## src/design/qdl_pkg.sv

```systemverilog
// Purpose: Shared constants and types for the quad converter serial loader.
// Assumes: Sixteen-bit command words, channel select first, MSB first.
// Notes: Field positions are bit indices of the assembled command word.
package qdl_pkg;
   // Number of bits in one command word.
   localparam int unsigned QDL_WORD_BITS = 16;
   // Width of the frame bit counter.
   localparam int unsigned QDL_CNT_W = 5;
   // Count value that marks the final bit of a frame.
   localparam logic [4:0] QDL_LAST_CNT = 5'h0f;
   // Count value once a frame is complete.
   localparam logic [4:0] QDL_DONE_CNT = 5'h10;
   // Channel select field, top two bits.
   localparam int unsigned QDL_SEL_HI = 15;
   localparam int unsigned QDL_SEL_LO = 14;
   // Operation code field.
   localparam int unsigned QDL_OP_HI = 13;
   localparam int unsigned QDL_OP_LO = 12;
   // Channel code is the upper ten bits of the twelve-bit data field.
   localparam int unsigned QDL_CODE_HI = 11;
   localparam int unsigned QDL_CODE_LO = 2;
   // Channel code width and channel count.
   localparam int unsigned QDL_CODE_W = 10;
   localparam int unsigned QDL_NUM_CH = 4;
   // Reset value of each channel code.
   localparam logic [9:0] QDL_CODE_RST = 10'h000;
   // Operation codes.
   typedef enum logic [1:0] {
      QDL_OP_WR_NOUPD = 2'h0,
      QDL_OP_WR_UPD = 2'h1,
      QDL_OP_WR_ALL = 2'h2,
      QDL_OP_PWR_DN = 2'h3
   } qdl_op_e;
   // Output termination selections while powered down.
   typedef enum logic [1:0] {
      QDL_TERM_NONE = 2'h0,
      QDL_TERM_HIZ = 2'h1,
      QDL_TERM_LOW_R = 2'h2,
      QDL_TERM_HIGH_R = 2'h3
   } qdl_term_e;
endpackage

```

## src/design/qdl_sync.sv

```systemverilog
// Purpose: Two-flop synchroniser for one level from outside the clock domain.
// Assumes: Input may change at any time relative to clk.
// Notes: Only the second flop is visible to other logic.
`timescale 1ns/100ps
`default_nettype none
module qdl_sync
   import qdl_pkg::*;
#(
   parameter logic RST_VAL = 1'b0
)
(
   // Clock and reset.
   input wire logic clk,
   input wire logic rst_b,
   // Raw input and synchronised copy.
   input wire logic async_in,
   output logic sync_out
);
   // First stage, read only by the second stage.
   logic meta_r;

   // Two flops in series to settle metastability.
   always_ff @(posedge clk or negedge rst_b)
   begin
      if (!rst_b)
      begin
         meta_r <= RST_VAL;
         sync_out <= RST_VAL;
      end
      else
      begin
         meta_r <= async_in;
         sync_out <= meta_r;
      end
   end
endmodule
`default_nettype wire

```

## src/design/qdl_loader.sv

```systemverilog
// Purpose: Serial command loader and channel registers of a quad converter.
// Assumes: Serial clock is slow enough to be sampled by clk (64 ns period).
// Notes: Analog parts are represented only by their control outputs.
`timescale 1ns/100ps
`default_nettype none
// Function
// - Shift data in on falling serial edges
// - Sixteenth falling edge executes the command
// - Extra clocks after sixteenth edge ignored
// - First two bits select channel
// - Third and fourth bits are operation
// - Last twelve bits data, MSB first
// - Channel code 0 to 1023 straight binary
// - Early select rise discards the frame
// - Power-up clears registers, outputs zero
// - Operation 11 powers down all channels
// - Select bits choose power-down termination
// - Power-down disables bias, amps, strings
// - Power-down keeps channel registers
// - Valid write frame leaves power-down
module qdl_loader
   import qdl_pkg::*;
#(
   parameter int unsigned CODE_W = QDL_CODE_W
)
(
   // Clock and reset.
   input wire logic clk,
   input wire logic rst_b,
   // Serial link pins.
   input wire logic frame_sel_b,
   input wire logic ser_clk,
   input wire logic ser_din,
   // Output codes applied to the four channels.
   output logic [CODE_W-1:0] out_code_a,
   output logic [CODE_W-1:0] out_code_b,
   output logic [CODE_W-1:0] out_code_c,
   output logic [CODE_W-1:0] out_code_d,
   // Power-down controls.
   output logic bias_en,
   output logic amp_en,
   output logic string_en,
   output logic [1:0] out_term,
   // Pulses once per executed command.
   output logic cmd_done
);
   // Synchronised link levels.
   logic sel_b_s;
   logic sclk_s;
   logic din_s;
   // Previous serial clock level, for edge detection.
   logic sclk_d_r;
   // Falling serial clock edge seen this cycle.
   logic sclk_fall;
   // Input shift register and bit count.
   logic [QDL_WORD_BITS-1:0] shift_r;
   logic [QDL_CNT_W-1:0] cnt_r;
   // Word just completed, valid when exec is high.
   logic [QDL_WORD_BITS-1:0] word;
   logic exec;
   // Input (holding) registers and output (DAC) registers.
   logic [CODE_W-1:0] hold_r [QDL_NUM_CH];
   logic [CODE_W-1:0] dac_r [QDL_NUM_CH];
   // Power-down state.
   logic pd_r;

   // Synchronisers for the three link pins; select idles high.
   qdl_sync #(.RST_VAL(1'b1)) u_sync_sel
   (
      .clk(clk),
      .rst_b(rst_b),
      .async_in(frame_sel_b),
      .sync_out(sel_b_s)
   );
   qdl_sync #(.RST_VAL(1'b0)) u_sync_clk
   (
      .clk(clk),
      .rst_b(rst_b),
      .async_in(ser_clk),
      .sync_out(sclk_s)
   );
   qdl_sync #(.RST_VAL(1'b0)) u_sync_din
   (
      .clk(clk),
      .rst_b(rst_b),
      .async_in(ser_din),
      .sync_out(din_s)
   );

   // Decode a channel index from the select field.
   function automatic logic [1:0] chan_of(input logic [15:0] w);
      chan_of = w[QDL_SEL_HI:QDL_SEL_LO];
   endfunction

   // Delay the synchronised clock to find its falling edge.
   always_ff @(posedge clk or negedge rst_b)
   begin
      if (!rst_b)
      begin
         sclk_d_r <= 1'b0;
      end
      else
      begin
         sclk_d_r <= sclk_s;
      end
   end

   assign sclk_fall = sclk_d_r && !sclk_s;
   // The sixteenth bit completes the word while select is low.
   assign exec = sclk_fall && !sel_b_s && (cnt_r == QDL_LAST_CNT);
   assign word = {shift_r[QDL_WORD_BITS-2:0], din_s};

   // Shift register and bit counter for the current frame.
   always_ff @(posedge clk or negedge rst_b)
   begin
      if (!rst_b)
      begin
         shift_r <= '0;
         cnt_r <= '0;
      end
      else if (sel_b_s)
      begin
         // Select high ends the frame; a partial word is dropped.
         cnt_r <= '0;
      end
      else if (sclk_fall && cnt_r != QDL_DONE_CNT)
      begin
         // Sample data MSB first, stopping after the full word.
         shift_r <= word;
         cnt_r <= cnt_r + 5'h01;
      end
   end

   // Holding registers: one channel or all four are written.
   always_ff @(posedge clk or negedge rst_b)
   begin
      if (!rst_b)
      begin
         for (int i = 0; i < QDL_NUM_CH; i++)
         begin
            hold_r[i] <= QDL_CODE_RST;
         end
      end
      else if (exec)
      begin
         for (int i = 0; i < QDL_NUM_CH; i++)
         begin
            // Write-all, or the addressed channel none on power-down.
            if (qdl_op_e'(word[QDL_OP_HI:QDL_OP_LO]) == QDL_OP_WR_ALL ||
                (qdl_op_e'(word[QDL_OP_HI:QDL_OP_LO]) != QDL_OP_PWR_DN &&
                 chan_of(word) == 2'(i)))
            begin
               hold_r[i] <= word[QDL_CODE_HI:QDL_CODE_LO];
            end
         end
      end
   end

   // Output registers follow the holding registers on an update.
   always_ff @(posedge clk or negedge rst_b)
   begin
      if (!rst_b)
      begin
         for (int i = 0; i < QDL_NUM_CH; i++)
         begin
            dac_r[i] <= QDL_CODE_RST;
         end
      end
      else if (exec)
      begin
         for (int i = 0; i < QDL_NUM_CH; i++)
         begin
            // Update uses the fresh word for a channel written now.
            if (qdl_op_e'(word[QDL_OP_HI:QDL_OP_LO]) == QDL_OP_WR_ALL)
            begin
               dac_r[i] <= word[QDL_CODE_HI:QDL_CODE_LO];
            end
            else if (qdl_op_e'(word[QDL_OP_HI:QDL_OP_LO]) == QDL_OP_WR_UPD)
            begin
               dac_r[i] <= (chan_of(word) == 2'(i)) ?
                  word[QDL_CODE_HI:QDL_CODE_LO] : hold_r[i];
            end
         end
      end
   end

   // Power-down state and termination choice.
   always_ff @(posedge clk or negedge rst_b)
   begin
      if (!rst_b)
      begin
         pd_r <= 1'b0;
         out_term <= QDL_TERM_NONE;
      end
      else if (exec)
      begin
         if (qdl_op_e'(word[QDL_OP_HI:QDL_OP_LO]) == QDL_OP_PWR_DN)
         begin
            pd_r <= 1'b1;
            // Termination from the select bits.
            unique case (chan_of(word))
               2'h1: out_term <= QDL_TERM_LOW_R;
               2'h2: out_term <= QDL_TERM_HIGH_R;
               default: out_term <= QDL_TERM_HIZ;
            endcase
         end
         else
         begin
            // Any write command wakes the outputs.
            pd_r <= 1'b0;
            out_term <= QDL_TERM_NONE;
         end
      end
   end

   // Analog enables and command pulse, registered.
   always_ff @(posedge clk or negedge rst_b)
   begin
      if (!rst_b)
      begin
         bias_en <= 1'b1;
         amp_en <= 1'b1;
         string_en <= 1'b1;
         cmd_done <= 1'b0;
      end
      else
      begin
         bias_en <= !pd_r;
         amp_en <= !pd_r;
         string_en <= !pd_r;
         cmd_done <= exec;
      end
   end

   // Channel codes as seen on the outputs.
   assign out_code_a = dac_r[0];
   assign out_code_b = dac_r[1];
   assign out_code_c = dac_r[2];
   assign out_code_d = dac_r[3];

   // An early select rise never changes an output register.
   a_abort_keeps: assert property (@(posedge clk) disable iff (!rst_b)
      !cmd_done |-> $stable(dac_r[0]) && $stable(dac_r[1]) &&
      $stable(dac_r[2]) && $stable(dac_r[3]))
      else $error("Output code changed without a command.");
   // Power-down command sets power-down state next cycle.
   a_pd_enter: assert property (@(posedge clk) disable iff (!rst_b)
      exec && word[QDL_OP_HI:QDL_OP_LO] == 2'h3 |=> pd_r)
      else $error("Power-down command not taken.");
   // A write command clears power-down.
   a_pd_exit: assert property (@(posedge clk) disable iff (!rst_b)
      exec && word[QDL_OP_HI:QDL_OP_LO] != 2'h3 |=> !pd_r)
      else $error("Write command did not wake outputs.");
   // Enables follow power-down with one cycle of delay.
   a_pd_enables: assert property (@(posedge clk) disable iff (!rst_b)
      pd_r ##1 pd_r |-> !bias_en && !amp_en && !string_en)
      else $error("Analog blocks enabled while powered down.");
   // Power-down leaves every holding register alone.
   a_pd_hold: assert property (@(posedge clk) disable iff (!rst_b)
      exec && word[QDL_OP_HI:QDL_OP_LO] == 2'h3 |=>
      $stable(hold_r[0]) && $stable(hold_r[1]) &&
      $stable(hold_r[2]) && $stable(hold_r[3]))
      else $error("Power-down altered a channel register.");
   // Execution happens only on the sixteenth bit.
   a_exec_count: assert property (@(posedge clk) disable iff (!rst_b)
      exec |=> cnt_r == QDL_DONE_CNT)
      else $error("Command executed on wrong bit.");
   // Each executed command gives one pulse on the done output.
   a_done_pulse: assert property (@(posedge clk) disable iff (!rst_b)
      exec |=> cmd_done)
      else $error("Executed command gave no done pulse.");
   // No further shifting after sixteen bits.
   a_post_ignore: assert property (@(posedge clk) disable iff (!rst_b)
      cnt_r == QDL_DONE_CNT && !sel_b_s |=> $stable(shift_r))
      else $error("Bits shifted after the word was complete.");
   // Select high clears the bit count.
   a_frame_reset: assert property (@(posedge clk) disable iff (!rst_b)
      sel_b_s |=> cnt_r == 5'h00)
      else $error("Bit count kept across frames.");
   // A write without update leaves every output code alone.
   a_noupd_keeps: assert property (@(posedge clk) disable iff (!rst_b)
      exec && word[QDL_OP_HI:QDL_OP_LO] == 2'h0 |=>
      $stable(dac_r[0]) && $stable(dac_r[1]) &&
      $stable(dac_r[2]) && $stable(dac_r[3]))
      else $error("Write without update changed an output code.");
   // Select bits 01 pick the low-value pull-down in power-down.
   a_term_low: assert property (@(posedge clk) disable iff (!rst_b)
      exec && word[QDL_OP_HI:QDL_OP_LO] == 2'h3 &&
      word[QDL_SEL_HI:QDL_SEL_LO] == 2'h1 |=> out_term == 2'h2)
      else $error("Wrong termination for select 01.");
   // Select bits 10 pick the high-value pull-down in power-down.
   a_term_high: assert property (@(posedge clk) disable iff (!rst_b)
      exec && word[QDL_OP_HI:QDL_OP_LO] == 2'h3 &&
      word[QDL_SEL_HI:QDL_SEL_LO] == 2'h2 |=> out_term == 2'h3)
      else $error("Wrong termination for select 10.");
   // Write-all-update puts the code on channel D.
   a_write_all: assert property (@(posedge clk) disable iff (!rst_b)
      exec && word[QDL_OP_HI:QDL_OP_LO] == 2'h2 |=>
      dac_r[3] == $past(word[QDL_CODE_HI:QDL_CODE_LO]))
      else $error("Write-all did not load channel D.");
endmodule
`default_nettype wire

```

## config.mk

```make
export PLATFORM = sky130hd
export DESIGN_NAME = qdl_loader
export DESIGN_NICKNAME = d
export VERILOG_FILES = /design/src/design/qdl_pkg.sv /design/src/design/qdl_sync.sv /design/src/design/qdl_loader.sv
export SDC_FILE = /design/constraint.sdc
export NUM_CORES = 1
export LEC_CHECK = 0
export BUFFER_PORTS_ARGS = -buffer_cell sky130_fd_sc_hd__buf_2
export CAP_MARGIN = 15
export CORE_UTILIZATION = 30
export CTS_BUF_LIST = sky130_fd_sc_hd__clkbuf_2
export DETAILED_ROUTE_END_ITERATION = 10
export GPL_ROUTABILITY_DRIVEN = 0
export PLACE_DENSITY = 0.44
export SLEW_MARGIN = 15
export SYNTH_ARGS = -nofsm -noshare
export SYNTH_HDL_FRONTEND = slang
export SYNTH_HIERARCHICAL = 1
export SYNTH_SLANG_ARGS = --single-unit
```

## constraint.sdc

```tcl
create_clock -name clk -period 5 [get_ports clk]
set_input_delay 0.75 -clock clk [delete_from_list [all_inputs] [get_ports clk]]
set_output_delay 0.75 -clock clk [all_outputs]
set_load 0.005 [all_outputs]
```

==> impl_metrics.toml <==
[finish]
diodes = 0
drive_above_1_share_pct = 32.2
area_delta_synth_final_pct = 10.8
layout_common_cells = "dfrtp_1, o21ai_0, mux2_2"
layout.cells.most_common = "dfrtp_1"
fillers = 1590
fin_nets = 425
stdcell_count = 627

[setup_path]
crit_arrival_ns = 3.66
cp_common_cell = "ha_1"
critPathMaxStageDelay_ns = 0.71
slowest_stage = "nand4bb_2"
crit_family = "simple AND/OR/NAND/NOR gates"
required_ns = 5.53
worstPathCellList = "ha_1 -> and3_1 -> ha_1 -> nand4bb_2 -> buf_4 -> or2_2 -> o21ai_0"
crit_fanout = 40
start_kind = "flop"
reg2reg_slack_ns = 1.88
crit_path_end_kind = "flop"
timing.critical_path.buf_inv = 1
criticalPathCategory = "flop to flop"

[route]
drt_iter0_drc = 88
num_vias = 2972
drt_wl_total_mm = 10.3
drc = 0
ant_nets = 0
wl_per_cell_um = 16.4
drt_pass1_iterations = 4
avgViaCountPerCell = 4.74

[floorplan]
core_um2 = 15400
die-height_um = 129
io_pins = 51
rows = 45
start_util_pct = 31.1
die_w_um = 129
die_area_um2 = 16500

[clock_tree]
cts-root-buf = "clkbuf_2"
ctsHtreeMaxLevel = 3
cts_resized = 0
clkTransAtPathRegs_ns = 0.26
cts_hold_buffers = 0
cts_made_buffers = 9
cts_buffer_depth = 2
clk_latency_ns = 0.61
cts_num_sinks = 112
cts_tree = "done"
post_cts_buffers = 0

[timing]
fin_ws_ns = 1.88
slew_viol_final = 0
hold_viol = 0
holdWs_ns = 0.216
worstMarginPinSlew_ns = 0.938
clock.fmax_mhz = 320
fin_setup_tns_ns = 0
rsz0062_at_grt = "no"
fin_crit_sh_pct = 62.5
period_minus_slack_ns = 3.12
clock_skew_ns = 0.0256
relSlewSlack_pct = 37.5
finalSetupViolations = 0

[synth]
ys_warn_count = 6
synth_area_um2 = 4800
syn_inst = 377
synth.distinct_cells = 31
synth-edff-count = 0
yosysSeqAreaShare_pct = 58.4
async_reset_ff_share_pct = 100
synth_flop_cell = "dfrtp_1"
avgSynthCellArea_um2 = 12.7
ys_ff_latch = 112
synth_fp_nets = 391

[global_routing]
track_usage_pct = 14.0
grt_overflow = 0
grt_pass1_wl_mm = 17.3
grt_pass1_vias = 3030
grt_max_degree = 75
antenna_found_initial = 0

[place]
placed_cells = 611
io_buffers = 50
pre_cts_ws_ns = 1.81
hpwl_mm = 6.58

[pwr]
p_sw_mw = 0.431
combPwrFrac_pct = 5.6
leakagePower_nw = 2.71
p_per_area_nw_per_um2 = 286
switching_share_pct = 28.3
pwr-share-clk_pct = 26.3
total_power_mw = 1.52
seqPwrFrac_pct = 68.2
irDropWorstVdd_mv = 0.150
intPower_mw = 1.09

[status]
status = "finished clean"

[flow_run]
cap_violations = 0

[hold_path]
min_path_type = "primary input to flop"
registers in the layout, indices dropped and copies added (netlist names), 2 cells and up:
register    cells
out_term        2
cnt_r           5
hold_r         40
out_code_c     10
out_code_b     10
shift_r        15
out_code_a     10
out_code_d     10
stage by stage:
| stage | utilization [%] | cell area (um2) |
|---|---|---|
| 3_3_place_gp | 33.8 | 5210 |
| 5_1_grt | 34.5 | 5320 |
| 2_1_floorplan | - | 4800 |
| 3_5_place_dp | 33.8 | 5210 |
| 4_1_cts | 34.5 | 5320 |
| 6_report | 34.5 | 5320 |
final cells by class:
cell class	count	area [um2]	share of cell area, %
Clock buffer	9	45.0	0.846
Inverter	8	30.0	0.564
Sequential cell	112	2810	52.7
Timing Repair Buffer	53	275	5.17
Multi-Input combinational cell	227	1840	34.5
Tap cell	211	264	4.96
Clock inverter	7	62.6	1.18
synth_stat cells, types with 4 or more instances:
master / n / area, um2
nand2b_1: 4 / 25.0
nor2_2: 4 / 25.0
o21ai_0: 84 / 420
buf_1: 10 / 37.5
clkbuf_1: 14 / 52.6
nor3_4: 4 / 65.1
inv_1: 8 / 30.0
dfrtp_1: 109 / 2730
mux2_2: 53 / 597
mux2i_1: 41 / 410
ha_1: 9 / 113
nor2_1: 6 / 22.5
power by group through the flow:
stage,combinational [mW],clock (mW),sequential (mW)
floorplan,0.109,0,0.963
global placement,0.0862,0,1.05
detailed placement,0.0874,0,1.06
CTS,0.0881,0.432,1.04
global route,0.0959,0.464,1.05
finish,0.0846,0.400,1.04
cell families (layout without fill, tap and decap cells):
kind of cell    Yosys count  after routing  share of synthesized area (%)
compound gates           89             89                           9.48
fa+ha+maj                 9              9                           2.34
buf+inv                  38             77                           3.41
flops                   112            112                           58.4
mux                      96             96                           21.4
simple gates             33             33                           4.90
final timing paths:
kind,startpoint,endpoint,depth (start not counted)
max,cnt_r[0],out_code_d[4],7
min,frame_sel_b,u_sync_sel/meta_r,1
max reg2reg,cnt_r[0],out_code_d[4],7
min reg2reg,u_sync_sel/meta_r,u_sync_sel/sync_out,0
max in group asynchronous,rst_b,string_en,2
min in group asynchronous,rst_b,hold_r[16],1
worst reg2reg max path: stages (launching register included):
cell,delay (ns)
dfrtp_1,0.47
ha_1,0.21
and3_1,0.16
ha_1,0.15
nand4bb_2,0.71
buf_4,0.51
or2_2,0.59
o21ai_0,0.27
metal layers:
metal	share of wire [%]	GRT usage (%)	wire, um	up-vias
met5	0	0	0	-
met4	0.92	3.53	94	0
met3	3.5	3.78	358	6
met2	47	21.8	4780	52
met1	49	19.4	5020	1522
li1	-	-	-	1392
Power figures use the tool's default switching activity.
